## src/hdl/image_path_defs.svh

```systemverilog
/*
  Shared constants for the image path routing block: register offsets,
  field positions, reset values and processing limits.
  Assumes inclusion by bare name from design files.
*/
`ifndef IMAGE_PATH_DEFS_SVH
`define IMAGE_PATH_DEFS_SVH

`define ADDR_CONTROL 4'h0
`define ADDR_SCALE 4'h1
`define ADDR_SIZE 4'h2
`define ADDR_FILTERS 4'h3
`define ADDR_STATUS 4'h4
`define ADDR_MASK 4'h5
`define ADDR_RESULT 4'h6
`define ADDR_MEMADDR 4'h7

`define CTL_START 0
`define CTL_SELECT 1
`define CTL_VPORT 2
`define CTL_CAPWR 3
`define CTL_CAP2RSZ 4
`define CTL_PRVSRC 5
`define CTL_PRVRSZ 6
`define CTL_PRVMEM 7

`define STS_DONE 0
`define STS_RATIO_ERR 1
`define STS_WIDTH_ERR 2

`define RATIO_ONE 8'h40
`define RATIO_MIN 8'h10
`define RATIO_MAX 9'h100
`define SLICE_WIDTH 16'h0500
`define TRIM_MEDIAN 5'h04
`define TRIM_NOISE 5'h04
`define TRIM_CFA 5'h04
`define TRIM_CHROMA 5'h02
`define LINES_NOISE 4'h4
`define LINES_CFA 4'h4
`define DMA_HALF_DIV 1'h1

`endif

```

## src/hdl/image_path_pkg.sv

```systemverilog
/*
  Types for the image path routing block.
  Assumes the defs header carries every numeric constant.
*/
`default_nettype none
package image_path_pkg;
  typedef enum logic [1:0] {PASS_IDLE, PASS_LIVE, PASS_MEMORY} pass_state_t;
endpackage
`default_nettype wire

```

## src/hdl/image_path_routing.sv

```systemverilog
/*
  Image path routing for the camera front end: mode routing of the capture
  controller and scaler unit (capture-to-resizer and preview engine mode bits are only stored), resizer pass sequencing,
  slice arithmetic and a register port with interrupt.
  Assumes a plain register master; software sequences passes per interrupt.
*/
// The address-and-strobe port and the placing of the registers were left to the implementer.
`include "image_path_defs.svh"
`default_nettype none
module image_path_routing #(
  parameter int PIX_W = 10,
  parameter int DIM_W = 16
) (
  input wire logic ref_clk,
  input wire logic sys_rst,
  input wire logic [3:0] regAddr,
  input wire logic [31:0] regWrData,
  input wire logic regWr,
  input wire logic regRd,
  output logic [31:0] regRdData,
  input wire logic [PIX_W-1:0] rawPixel,
  input wire logic rawValid,
  input wire logic memPixelReady,
  output logic [PIX_W-1:0] videoPortPixel,
  output logic videoPortValid,
  output logic [PIX_W-1:0] captureMemPixel,
  output logic captureMemValid,
  output logic resizerFromMemory,
  output logic resizerBusy,
  output logic resizerPixelStrobe,
  output logic irq
);
  logic [7:0] control_r;
  logic [7:0] horizontal_scale_ratio_r;
  logic [7:0] vertical_scale_ratio_r;
  logic [DIM_W-1:0] passPixels_r;
  logic [DIM_W-1:0] outWidth_r;
  logic [3:0] filters_r;
  logic [31:0] resizer_memory_input_address_r;
  logic [2:0] status_r;
  logic [2:0] mask_r;
  logic [31:0] rdData_r;
  image_path_pkg::pass_state_t state_r;
  logic selLatched_r;
  logic [7:0] hRatioLatched_r;
  logic [7:0] vRatioLatched_r;
  logic [DIM_W-1:0] pixCount_r;
  logic [PIX_W-1:0] vpPix_r;
  logic vpValid_r;
  logic [PIX_W-1:0] memPix_r;
  logic memValid_r;
  logic [4:0] trimPixels;
  logic [3:0] trimLines;
  logic pixelStrobe;
  logic startReq;
  logic passDone;
  logic ratioBad;
  logic widthBad;
  logic [DIM_W-1:0] sliceCount;
  logic [DIM_W-1:0] sliceStep;
  logic [2:0] events;

  function automatic logic ratio_ok(input logic [7:0] r);
    ratio_ok = (r >= `RATIO_MIN) && ({1'b0, r} <= `RATIO_MAX);
  endfunction

  assign startReq = regWr && (regAddr == `ADDR_CONTROL) && regWrData[`CTL_START] && (state_r == image_path_pkg::PASS_IDLE);
  // reject ratios outside one pass range
  assign ratioBad = !ratio_ok(horizontal_scale_ratio_r) || !ratio_ok(vertical_scale_ratio_r);
  assign widthBad = (passPixels_r > `SLICE_WIDTH);
  assign sliceCount = (outWidth_r == '0) ? '0 : (outWidth_r - 1'b1) / `SLICE_WIDTH + 1'b1;
  assign sliceStep = DIM_W'(`SLICE_WIDTH);

  // register writes
  always_ff @(posedge ref_clk or posedge sys_rst)
  begin
    if (sys_rst)
    begin
      control_r <= 8'h00;
      horizontal_scale_ratio_r <= `RATIO_ONE;
      vertical_scale_ratio_r <= `RATIO_ONE;
      passPixels_r <= '0;
      outWidth_r <= '0;
      filters_r <= 4'h0;
      resizer_memory_input_address_r <= 32'h0000_0000;
      mask_r <= 3'h0;
    end
    else if (regWr)
    begin
      case (regAddr)
        `ADDR_CONTROL: control_r <= {regWrData[7:1], 1'b0};
        `ADDR_SCALE:
        begin
          horizontal_scale_ratio_r <= regWrData[7:0];
          vertical_scale_ratio_r <= regWrData[15:8];
        end
        `ADDR_SIZE:
        begin
          passPixels_r <= regWrData[DIM_W-1:0];
          outWidth_r <= regWrData[DIM_W+15:16];
        end
        `ADDR_FILTERS: filters_r <= regWrData[3:0];
        `ADDR_MASK: mask_r <= regWrData[2:0];
        `ADDR_MEMADDR: resizer_memory_input_address_r <= regWrData;
        default: ;
      endcase
    end
  end

  // latch pass settings at start only
  always_ff @(posedge ref_clk or posedge sys_rst)
  begin
    if (sys_rst)
    begin
      selLatched_r <= 1'b0;
      hRatioLatched_r <= `RATIO_ONE;
      vRatioLatched_r <= `RATIO_ONE;
    end
    // refused starts must not move the selector
    else if (startReq && !ratioBad && !widthBad)
    begin
      selLatched_r <= regWrData[`CTL_SELECT];
      hRatioLatched_r <= horizontal_scale_ratio_r;
      vRatioLatched_r <= vertical_scale_ratio_r;
    end
  end

  always_ff @(posedge ref_clk or posedge sys_rst)
  begin
    if (sys_rst)
    begin
      state_r <= image_path_pkg::PASS_IDLE;
      pixCount_r <= '0;
    end
    else
    begin
      case (state_r)
        image_path_pkg::PASS_IDLE:
          if (startReq && !ratioBad && !widthBad)
          begin
            pixCount_r <= '0;
            // selector zero is the live pass, one is memory
            state_r <= regWrData[`CTL_SELECT] ? image_path_pkg::PASS_MEMORY : image_path_pkg::PASS_LIVE;
          end
        image_path_pkg::PASS_LIVE, image_path_pkg::PASS_MEMORY:
          if (pixelStrobe && (state_r == image_path_pkg::PASS_LIVE || memPixelReady))
          begin
            pixCount_r <= pixCount_r + 1'b1;
            if (pixCount_r + 1'b1 >= passPixels_r)
              state_r <= image_path_pkg::PASS_IDLE;
          end
        default: state_r <= image_path_pkg::PASS_IDLE;
      endcase
    end
  end

  assign passDone = (state_r != image_path_pkg::PASS_IDLE) && pixelStrobe
    && (state_r == image_path_pkg::PASS_LIVE || memPixelReady) && (pixCount_r + 1'b1 >= passPixels_r);
  assign events = {startReq && widthBad, startReq && ratioBad, passDone};

  // sticky status, set wins over write-one clear
  always_ff @(posedge ref_clk or posedge sys_rst)
  begin
    if (sys_rst)
      status_r <= 3'h0;
    else
      status_r <= (status_r & ~((regWr && regAddr == `ADDR_STATUS) ? regWrData[2:0] : 3'h0)) | events;
  end

  assign irq = |(status_r & mask_r);

  always_ff @(posedge ref_clk or posedge sys_rst)
  begin
    if (sys_rst)
    begin
      vpPix_r <= '0;
      vpValid_r <= 1'b0;
      memPix_r <= '0;
      memValid_r <= 1'b0;
    end
    else
    begin
      vpValid_r <= rawValid && control_r[`CTL_VPORT];
      if (rawValid && control_r[`CTL_VPORT])
        vpPix_r <= rawPixel;
      memValid_r <= rawValid && control_r[`CTL_CAPWR];
      if (rawValid && control_r[`CTL_CAPWR])
        memPix_r <= rawPixel;
    end
  end

  assign videoPortPixel = vpPix_r;
  assign videoPortValid = vpValid_r;
  assign captureMemPixel = memPix_r;
  assign captureMemValid = memValid_r;
  assign resizerFromMemory = selLatched_r;
  assign resizerBusy = (state_r != image_path_pkg::PASS_IDLE);
  assign resizerPixelStrobe = pixelStrobe && (state_r == image_path_pkg::PASS_LIVE || memPixelReady);

  // reads, data one cycle later
  always_ff @(posedge ref_clk or posedge sys_rst)
  begin
    if (sys_rst)
      rdData_r <= 32'h0000_0000;
    else if (regRd)
    begin
      case (regAddr)
        `ADDR_CONTROL: rdData_r <= {23'h0, resizerBusy, control_r};
        `ADDR_SCALE: rdData_r <= {vRatioLatched_r, hRatioLatched_r, vertical_scale_ratio_r, horizontal_scale_ratio_r};
        `ADDR_SIZE: rdData_r <= {outWidth_r, passPixels_r};
        `ADDR_FILTERS: rdData_r <= {19'h0, trimLines, trimPixels, filters_r};
        `ADDR_STATUS: rdData_r <= {29'h0, status_r};
        `ADDR_MASK: rdData_r <= {29'h0, mask_r};
        `ADDR_RESULT: rdData_r <= {sliceStep, sliceCount};
        `ADDR_MEMADDR: rdData_r <= resizer_memory_input_address_r;
        default: rdData_r <= 32'h0000_0000;
      endcase
    end
    else
      rdData_r <= 32'h0000_0000;
  end

  assign regRdData = rdData_r;

  pass_pacer u_pacer (
    .ref_clk(ref_clk),
    .sys_rst(sys_rst),
    .fromMemory(selLatched_r),
    .active(resizerBusy),
    .liveValid(rawValid),
    .pixelStrobe(pixelStrobe)
  );

  edge_trim_calc u_trim (
    .medianOn(filters_r[0]),
    .noiseOn(filters_r[1]),
    .cfaOn(filters_r[2]),
    .chromaOn(filters_r[3]),
    .trimPixels(trimPixels),
    .trimLines(trimLines)
  );
endmodule
`default_nettype wire

```

## src/hdl/edge_trim_calc.sv

```systemverilog
/*
  Edge trim calculator: pixels and lines lost by the enabled preview filters.
  Assumes filter enables are static while a slice is processed.
*/
`include "image_path_defs.svh"
`default_nettype none
module edge_trim_calc (
  input wire logic medianOn,
  input wire logic noiseOn,
  input wire logic cfaOn,
  input wire logic chromaOn,
  output logic [4:0] trimPixels,
  output logic [3:0] trimLines
);
  always_comb
  begin
    trimPixels = (medianOn ? `TRIM_MEDIAN : 5'h00) + (noiseOn ? `TRIM_NOISE : 5'h00)
               + (cfaOn ? `TRIM_CFA : 5'h00) + (chromaOn ? `TRIM_CHROMA : 5'h00);
    trimLines = (noiseOn ? `LINES_NOISE : 4'h0) + (cfaOn ? `LINES_CFA : 4'h0);
  end
endmodule
`default_nettype wire

```

## src/hdl/pass_pacer.sv

```systemverilog
/*
  Pass pacer: emits a pixel strobe per live pixel, or every second
  clock when the resizer reads from memory.
  Assumes live pixels arrive as a valid strobe on the same clock.
*/
`include "image_path_defs.svh"
`default_nettype none
module pass_pacer (
  input wire logic ref_clk,
  input wire logic sys_rst,
  input wire logic fromMemory,
  input wire logic active,
  input wire logic liveValid,
  output logic pixelStrobe
);
  logic phase_r;

  always_ff @(posedge ref_clk or posedge sys_rst)
  begin
    if (sys_rst)
      phase_r <= 1'b0;
    else if (active && fromMemory)
      phase_r <= phase_r ^ `DMA_HALF_DIV;
    else
      phase_r <= 1'b0;
  end

  assign pixelStrobe = active && (fromMemory ? phase_r : liveValid);
endmodule
`default_nettype wire

```

## config.mk

```make
export PLATFORM = sky130hd
export DESIGN_NAME = image_path_routing
export DESIGN_NICKNAME = d
export VERILOG_FILES = /design/src/hdl/image_path_pkg.sv /design/src/hdl/image_path_routing.sv /design/src/hdl/edge_trim_calc.sv /design/src/hdl/pass_pacer.sv
export VERILOG_INCLUDE_DIRS = /design/src /design/src/hdl
export SDC_FILE = /design/constraint.sdc
export NUM_CORES = 1
export LEC_CHECK = 0
export BUFFER_PORTS_ARGS = -buffer_cell sky130_fd_sc_hd__buf_2
export CELL_PAD_IN_SITES_DETAIL_PLACEMENT = 1
export CELL_PAD_IN_SITES_GLOBAL_PLACEMENT = 1
export CORE_ASPECT_RATIO = 2
export CORE_MARGIN = 5
export CORE_UTILIZATION = 50
export DETAILED_ROUTE_END_ITERATION = 10
export PLACE_DENSITY_LB_ADDON = 0.25
export RECOVER_POWER = 100
export SLEW_MARGIN = 20
export SYNTH_ARGS = -nofsm -noshare
export SYNTH_HDL_FRONTEND = slang
export SYNTH_SLANG_ARGS = --single-unit
```

## constraint.sdc

```tcl
create_clock -name ref_clk -period 14.8 [get_ports ref_clk]
set_input_delay 1.48 -clock ref_clk [delete_from_list [all_inputs] [get_ports ref_clk]]
set_output_delay 1.48 -clock ref_clk [all_outputs]
set_load 0.1 [all_outputs]
```

## After elaboration in Yosys (flattened, before gate mapping)

Index checks and enable logic that the tools add are counted.

- Bitwise operators: 5
- Multiplexer cells: 20
- Reduce and logical (&&, ||, !) cells: 39
- Add/sub/neg operators: 7
- Equal/unequal tests: 12
- Magnitude comparators: 6
- Divide/modulo/power cells: 1

Operators with widths:

| operator | number |
|---|---|
| $pmux W32 S8 | 1 |
| $mux W16 | 3 |
| $add A16 B1 Y16 const B | 2 |
| $mux W32 | 1 |
| $pmux W16 S2 | 1 |
| $le A8 B9 Y1 const B | 2 |
| $logic_and A1 B1 Y1 | 18 |
| $mux W3 | 6 |
| $div A16 B11 Y16 const B | 1 |
| $eq A4 B3 Y1 const B | 4 |
| $ge A16 B16 Y1 | 1 |
| $ge A8 B5 Y1 const B | 2 |
| $gt A16 B11 Y1 const B | 1 |
| $logic_not A16 Y1 | 1 |
| $sub A16 B1 Y16 const B | 1 |
| $add A5 B5 Y5 | 3 |
| $reduce_and A2 Y1 | 6 |
| $mux W2 | 5 |
| $eq A4 B2 Y1 const B | 2 |
| $and A3 B3 Y3 | 2 |
| $reduce_and A3 Y1 | 2 |
| $add A4 B4 Y4 | 1 |
| $eq A4 B1 Y1 const B | 1 |
| $logic_not A1 Y1 | 4 |
| 15 further kinds | 19 |

- Flip-flop bits (word level): 187
- Logic and storage cells: 110
- Output and inout port bits: 58

## Depth between registers and ports, before layout

- Depth in word-level cells: 9
- Mapped depth: 20
- Depth with buffers taken out: 17

## Modules after synthesis

A second synthesis with hierarchy kept.

- Cells, all modules: 830
- Area total of the unflattened synthesis: 9415.3 µm²

Modules (own cells, without submodules):

| module | instances | area each (µm²) | sequential area each (µm²) | cells each |
|---|---|---|---|---|
| image_path_routing | 1 | 9288.9 | 4659.5 | 816 |
| edge_trim_calc | 1 | 73.8 | 0.0 | 8 |
| pass_pacer | 1 | 52.6 | 25.0 | 6 |

## Worst setup path after synthesis

No wires, ideal clock.

- Path kind: in2out
- Start point: in rawValid
- End point: out resizerPixelStrobe
- Arrival time: 2323 ps
- Buffers on the path: 0
- Cell stages on the path: 2
- Slack: 10997 ps
- Cell sequence: o221ai_1 -> inv_1

- Longest elaborated chain between the ends: 3

RTL lines:

| what | RTL line | text |
|---|---|---|
| start, declared | image_path_routing.sv:22 | `input wire logic rawValid,` |
| $mux W1 | pass_pacer.sv:28 | `assign pixelStrobe = active && (fromMemory ? phase_r : liveValid);` |
| $logic_and A1 B1 Y1 | pass_pacer.sv:28 |  |
| $logic_and A1 B1 Y1 | image_path_routing.sv:198 | `assign resizerPixelStrobe = pixelStrobe && (state_r == image_path_pkg::PASS_LIVE \|\| memPixelReady);` |
| end, declared | image_path_routing.sv:30 | `output logic resizerPixelStrobe,` |

No other way between the ends.

==> flow_metrics.env <==
export IMPL_synth_adder_area_share=0.0335
export IMPL_synth_top_cells_by_count="dfrtp_1, mux2_2, nand2_1"
export IMPL_status="finished, violations left"
export IMPL_r2r_end="regRdData[4]"
export IMPL_critical_path_required_ns=14.39
export IMPL_endpoint="vertical_scale_ratio_r[2]"
export IMPL_gp_congestion=0.887
export IMPL_antenna_cells=0
export IMPL_timing_fmax_ghz=0.127
export IMPL_synth_seq_cells=187
export IMPL_first_global_vias=8153
export IMPL_crit_path_end_kind="asynchronous set/reset pin"
export IMPL_post_drt_wl_per_cell_um=24.4
export IMPL_synth_simple_area_share=0.125
export IMPL_io_pins=110
export IMPL_synth_nets=914
export IMPL_grt_antenna_before_repair=0
export IMPL_cts_buffers=17
export IMPL_cap_violations=5
export IMPL_r2r_start="outWidth_r[1]"
export IMPL_synth_area_sq_um=9410
export IMPL_met2_wirelength_um=16400
export IMPL_clk_pin_slew_ns=0.07
export IMPL_syn_avg_cell_area_sq_um=11.2
export IMPL_worstSetupPathType="input port to asynchronous set/reset pin"
export IMPL_detail_route_antenna_nets=0
export IMPL_ctsResizeCount=0
export IMPL_clockRootBuffer="clkbuf_16"
export IMPL_min_period_ns=7.86
export IMPL_fin_crit_sh=0.531
export IMPL_yosysWarningCount=0
export IMPL_overflow=0
export IMPL_synthMuxAreaShare=0.179
export IMPL_area_growth_pct=12.6
export IMPL_peakVddDrop_mv=0.188
export IMPL_portBuffers=109
export IMPL_num_rows=71
export IMPL_postCtsHoldBufs=0
export IMPL_die_area_sq_um=21800
export IMPL_worstMarginPinSlew_ns=4.93
export IMPL_startpoint_type="input port"
export IMPL_cts_setup_buffers=0
export IMPL_grt_max_degree=112
export IMPL_die_h_um=204
export IMPL_netlist_cell_type_count=74
export IMPL_cpMaxStageDelayCell="clkbuf_1"
export IMPL_m1WireLength_um=9300
export IMPL_clock_sinks=187
export IMPL_clock_skew_ns=0.00896
export IMPL_synth_top_family_by_area="multiplexers"
export IMPL_final_layout_size_suffix_gt1_frac=0.255
export IMPL_synth_xor_area_frac=0.0233
export IMPL_synth_compound_area_frac=0.106
export IMPL_synth_largest_area_cell="dfrtp_1"
export IMPL_setup_worst_path_start="sys_rst"
export IMPL_power_leakage_uw=0.00488
export IMPL_place_area_sq_um=10100
export IMPL_start_util=0.504
export IMPL_cp_arrival_ns=7.44
export IMPL_worstPathCellList="buf_2 -> clkinvlp_2 -> clkbuf_1"
export IMPL_wl_um=28400
export IMPL_grt_pass1_wl_um=45200
export IMPL_p_per_area_nw_per_um2=170
export IMPL_drt_iter0_drc=419
export IMPL_synth_area_leaders="dfrtp_1, mux2_2, nand2_1, ha_1, nor2_1"
export IMPL_stdcell_area_sq_um=10600
export IMPL_htree_levels=4
export IMPL_violations="max-capacitance violations, max-slew violations"
export IMPL_finalSetupViolCount=0
export IMPL_synth_edf_count=0
export IMPL_maxSlewViolCount=272
export IMPL_synth_ff_type="dfrtp_1"
export IMPL_finalHoldViolCount=0
export IMPL_grt_util_all_layers=0.272
export IMPL_maxSlewHeadroom=-2.31
export IMPL_clk_latency_ns=0.43
export IMPL_hold_path_class="flop to flop"
export IMPL_yosysTopAreaCellShare=0.487
export IMPL_drc_errors=0
export IMPL_path_max_fanout=111
export IMPL_hpwl_um=21200
export IMPL_viasPerCell=6.23
export IMPL_syn_inst=839
export IMPL_layout_nets=1007
export IMPL_dr_wl_met3_um=952
export IMPL_total_power_uw=1800
export IMPL_clk_path_buf_depth=2
export IMPL_core_sq_um=18700
export IMPL_die_x_um=107
export IMPL_ys_seq_area_frac=0.498
export IMPL_ff2ff_setup_slack_ns=8.98
export IMPL_r2r_cells=15
export IMPL_drt_pass1_iterations=5
export IMPL_async_reset_ff_frac=1.00
export IMPL_yosysMostFrequentCell="dfrtp_1"
export IMPL_topRoutingLayerUsed="met4"
export IMPL_dr_total_vias=7244
export IMPL_fin_setup_tns_ns=0
export IMPL_rsz0062_at_grt="no"
export IMPL_tritoncts="yes"
export IMPL_slowest_delay_ns=3.02
through the flow:
stage | std cells | hold WS [ns] | setup WS, ns | util
5_1_grt | 1163 | 0.523 | 5.48 | 0.568
3_5_place_dp | 1132 | 0.482 | 9.84 | 0.542
2_1_floorplan | 839 | 0.459 | 8.24 | -
6_report | 1163 | 0.493 | 6.94 | 0.568
4_1_cts | 1163 | 0.498 | 9.83 | 0.574
3_3_place_gp | 1132 | 0.472 | 10.06 | 0.542
logic make-up after synthesis:
family	Yosys count
AND/OR/NAND/NOR	240
flip-flops	187
multiplexers	149
AO/OA/AOI/OAI	133
buffers and inverters	80
XOR/XNOR	25
adder cells (fa/ha/maj)	25
power by group:
part | leakage (uW) | switching, uW | internal (uW)
Sequential | 0.00239 | 99.6 | 603
Combinational | 0.00220 | 444 | 183
Clock | 0.000290 | 209 | 258
Total | 0.00488 | 753 | 1040
flip-flops by register name (all words and copies together) (netlist names), 2 cells and up:
signal / flops
resizer_memory_input_address_r: 32
captureMemPixel: 10
hRatioLatched_r: 8
filters_r: 4
control_r: 7
outWidth_r: 16
vertical_scale_ratio_r: 8
regRdData: 32
passPixels_r: 16
horizontal_scale_ratio_r: 8
mask_r: 3
vRatioLatched_r: 8
state_r: 2
pixCount_r: 16
videoPortPixel: 10
status_r: 3
worst min-delay path by stage:
stage,startpoint,to,slack [ns],depth (start not counted)
after global routing,resizer_memory_input_address_r[28],resizer_memory_input_address_r[28],0.52,1
after CTS,pixCount_r[15],pixCount_r[15],0.50,2
after detailed placement,pixCount_r[15],pixCount_r[15],0.48,2
after floorplan,pixCount_r[15],pixCount_r[15],0.46,2
after global placement,pixCount_r[15],pixCount_r[15],0.47,2
final,pixCount_r[15],pixCount_r[15],0.49,2
cell usage in the layout (no fill, tap or decap), types with 3 or more instances in the layout:
cell type	n
o21ai_1	3
o211ai_1	4
o21ai_0	17
and3_1	8
clkbuf_1	65
xnor2_1	18
buf_4	4
xor2_1	7
a222oi_1	20
or2_2	3
a211o_1	3
o31ai_1	4
ha_1	22
a22oi_1	11
buf_2	49
nand3_1	35
a31o_2	4
a22o_1	8
o22ai_1	4
clkbuf_16	17
mux2i_1	11
a21oi_1	22
a21o_1	8
nor4b_1	3
inv_1	35
nor2_1	63
inv_6	4
nor3_1	9
dfstp_2	4
inv_8	3
nand4_1	7
dfrtp_1	183
nand2_1	76
or3_1	3
nor2b_1	9
mux2_2	134
nor4_1	8
critical path: cells and delay by family:
kind                   cells  cell delay (ns)
buffers and inverters      3             5.87
layout make-up:
type | instances | area [sq um]
clock inverter | 13 | 158
timing repair buffer | 118 | 519
multi-input combinational | 572 | 4380
clock buffer | 18 | 439
sequential | 187 | 4680
fill | 2079 | 8070
inverter | 36 | 136
tap | 219 | 274
metal layers:
metal	global-route usage	up-vias
met1	0.261	3711
met2	0.524	219
li1	-	3229
met5	0	-
met4	0.172	0
met3	0.0398	85
No activity file was read; power rests on OpenSTA's default activity.
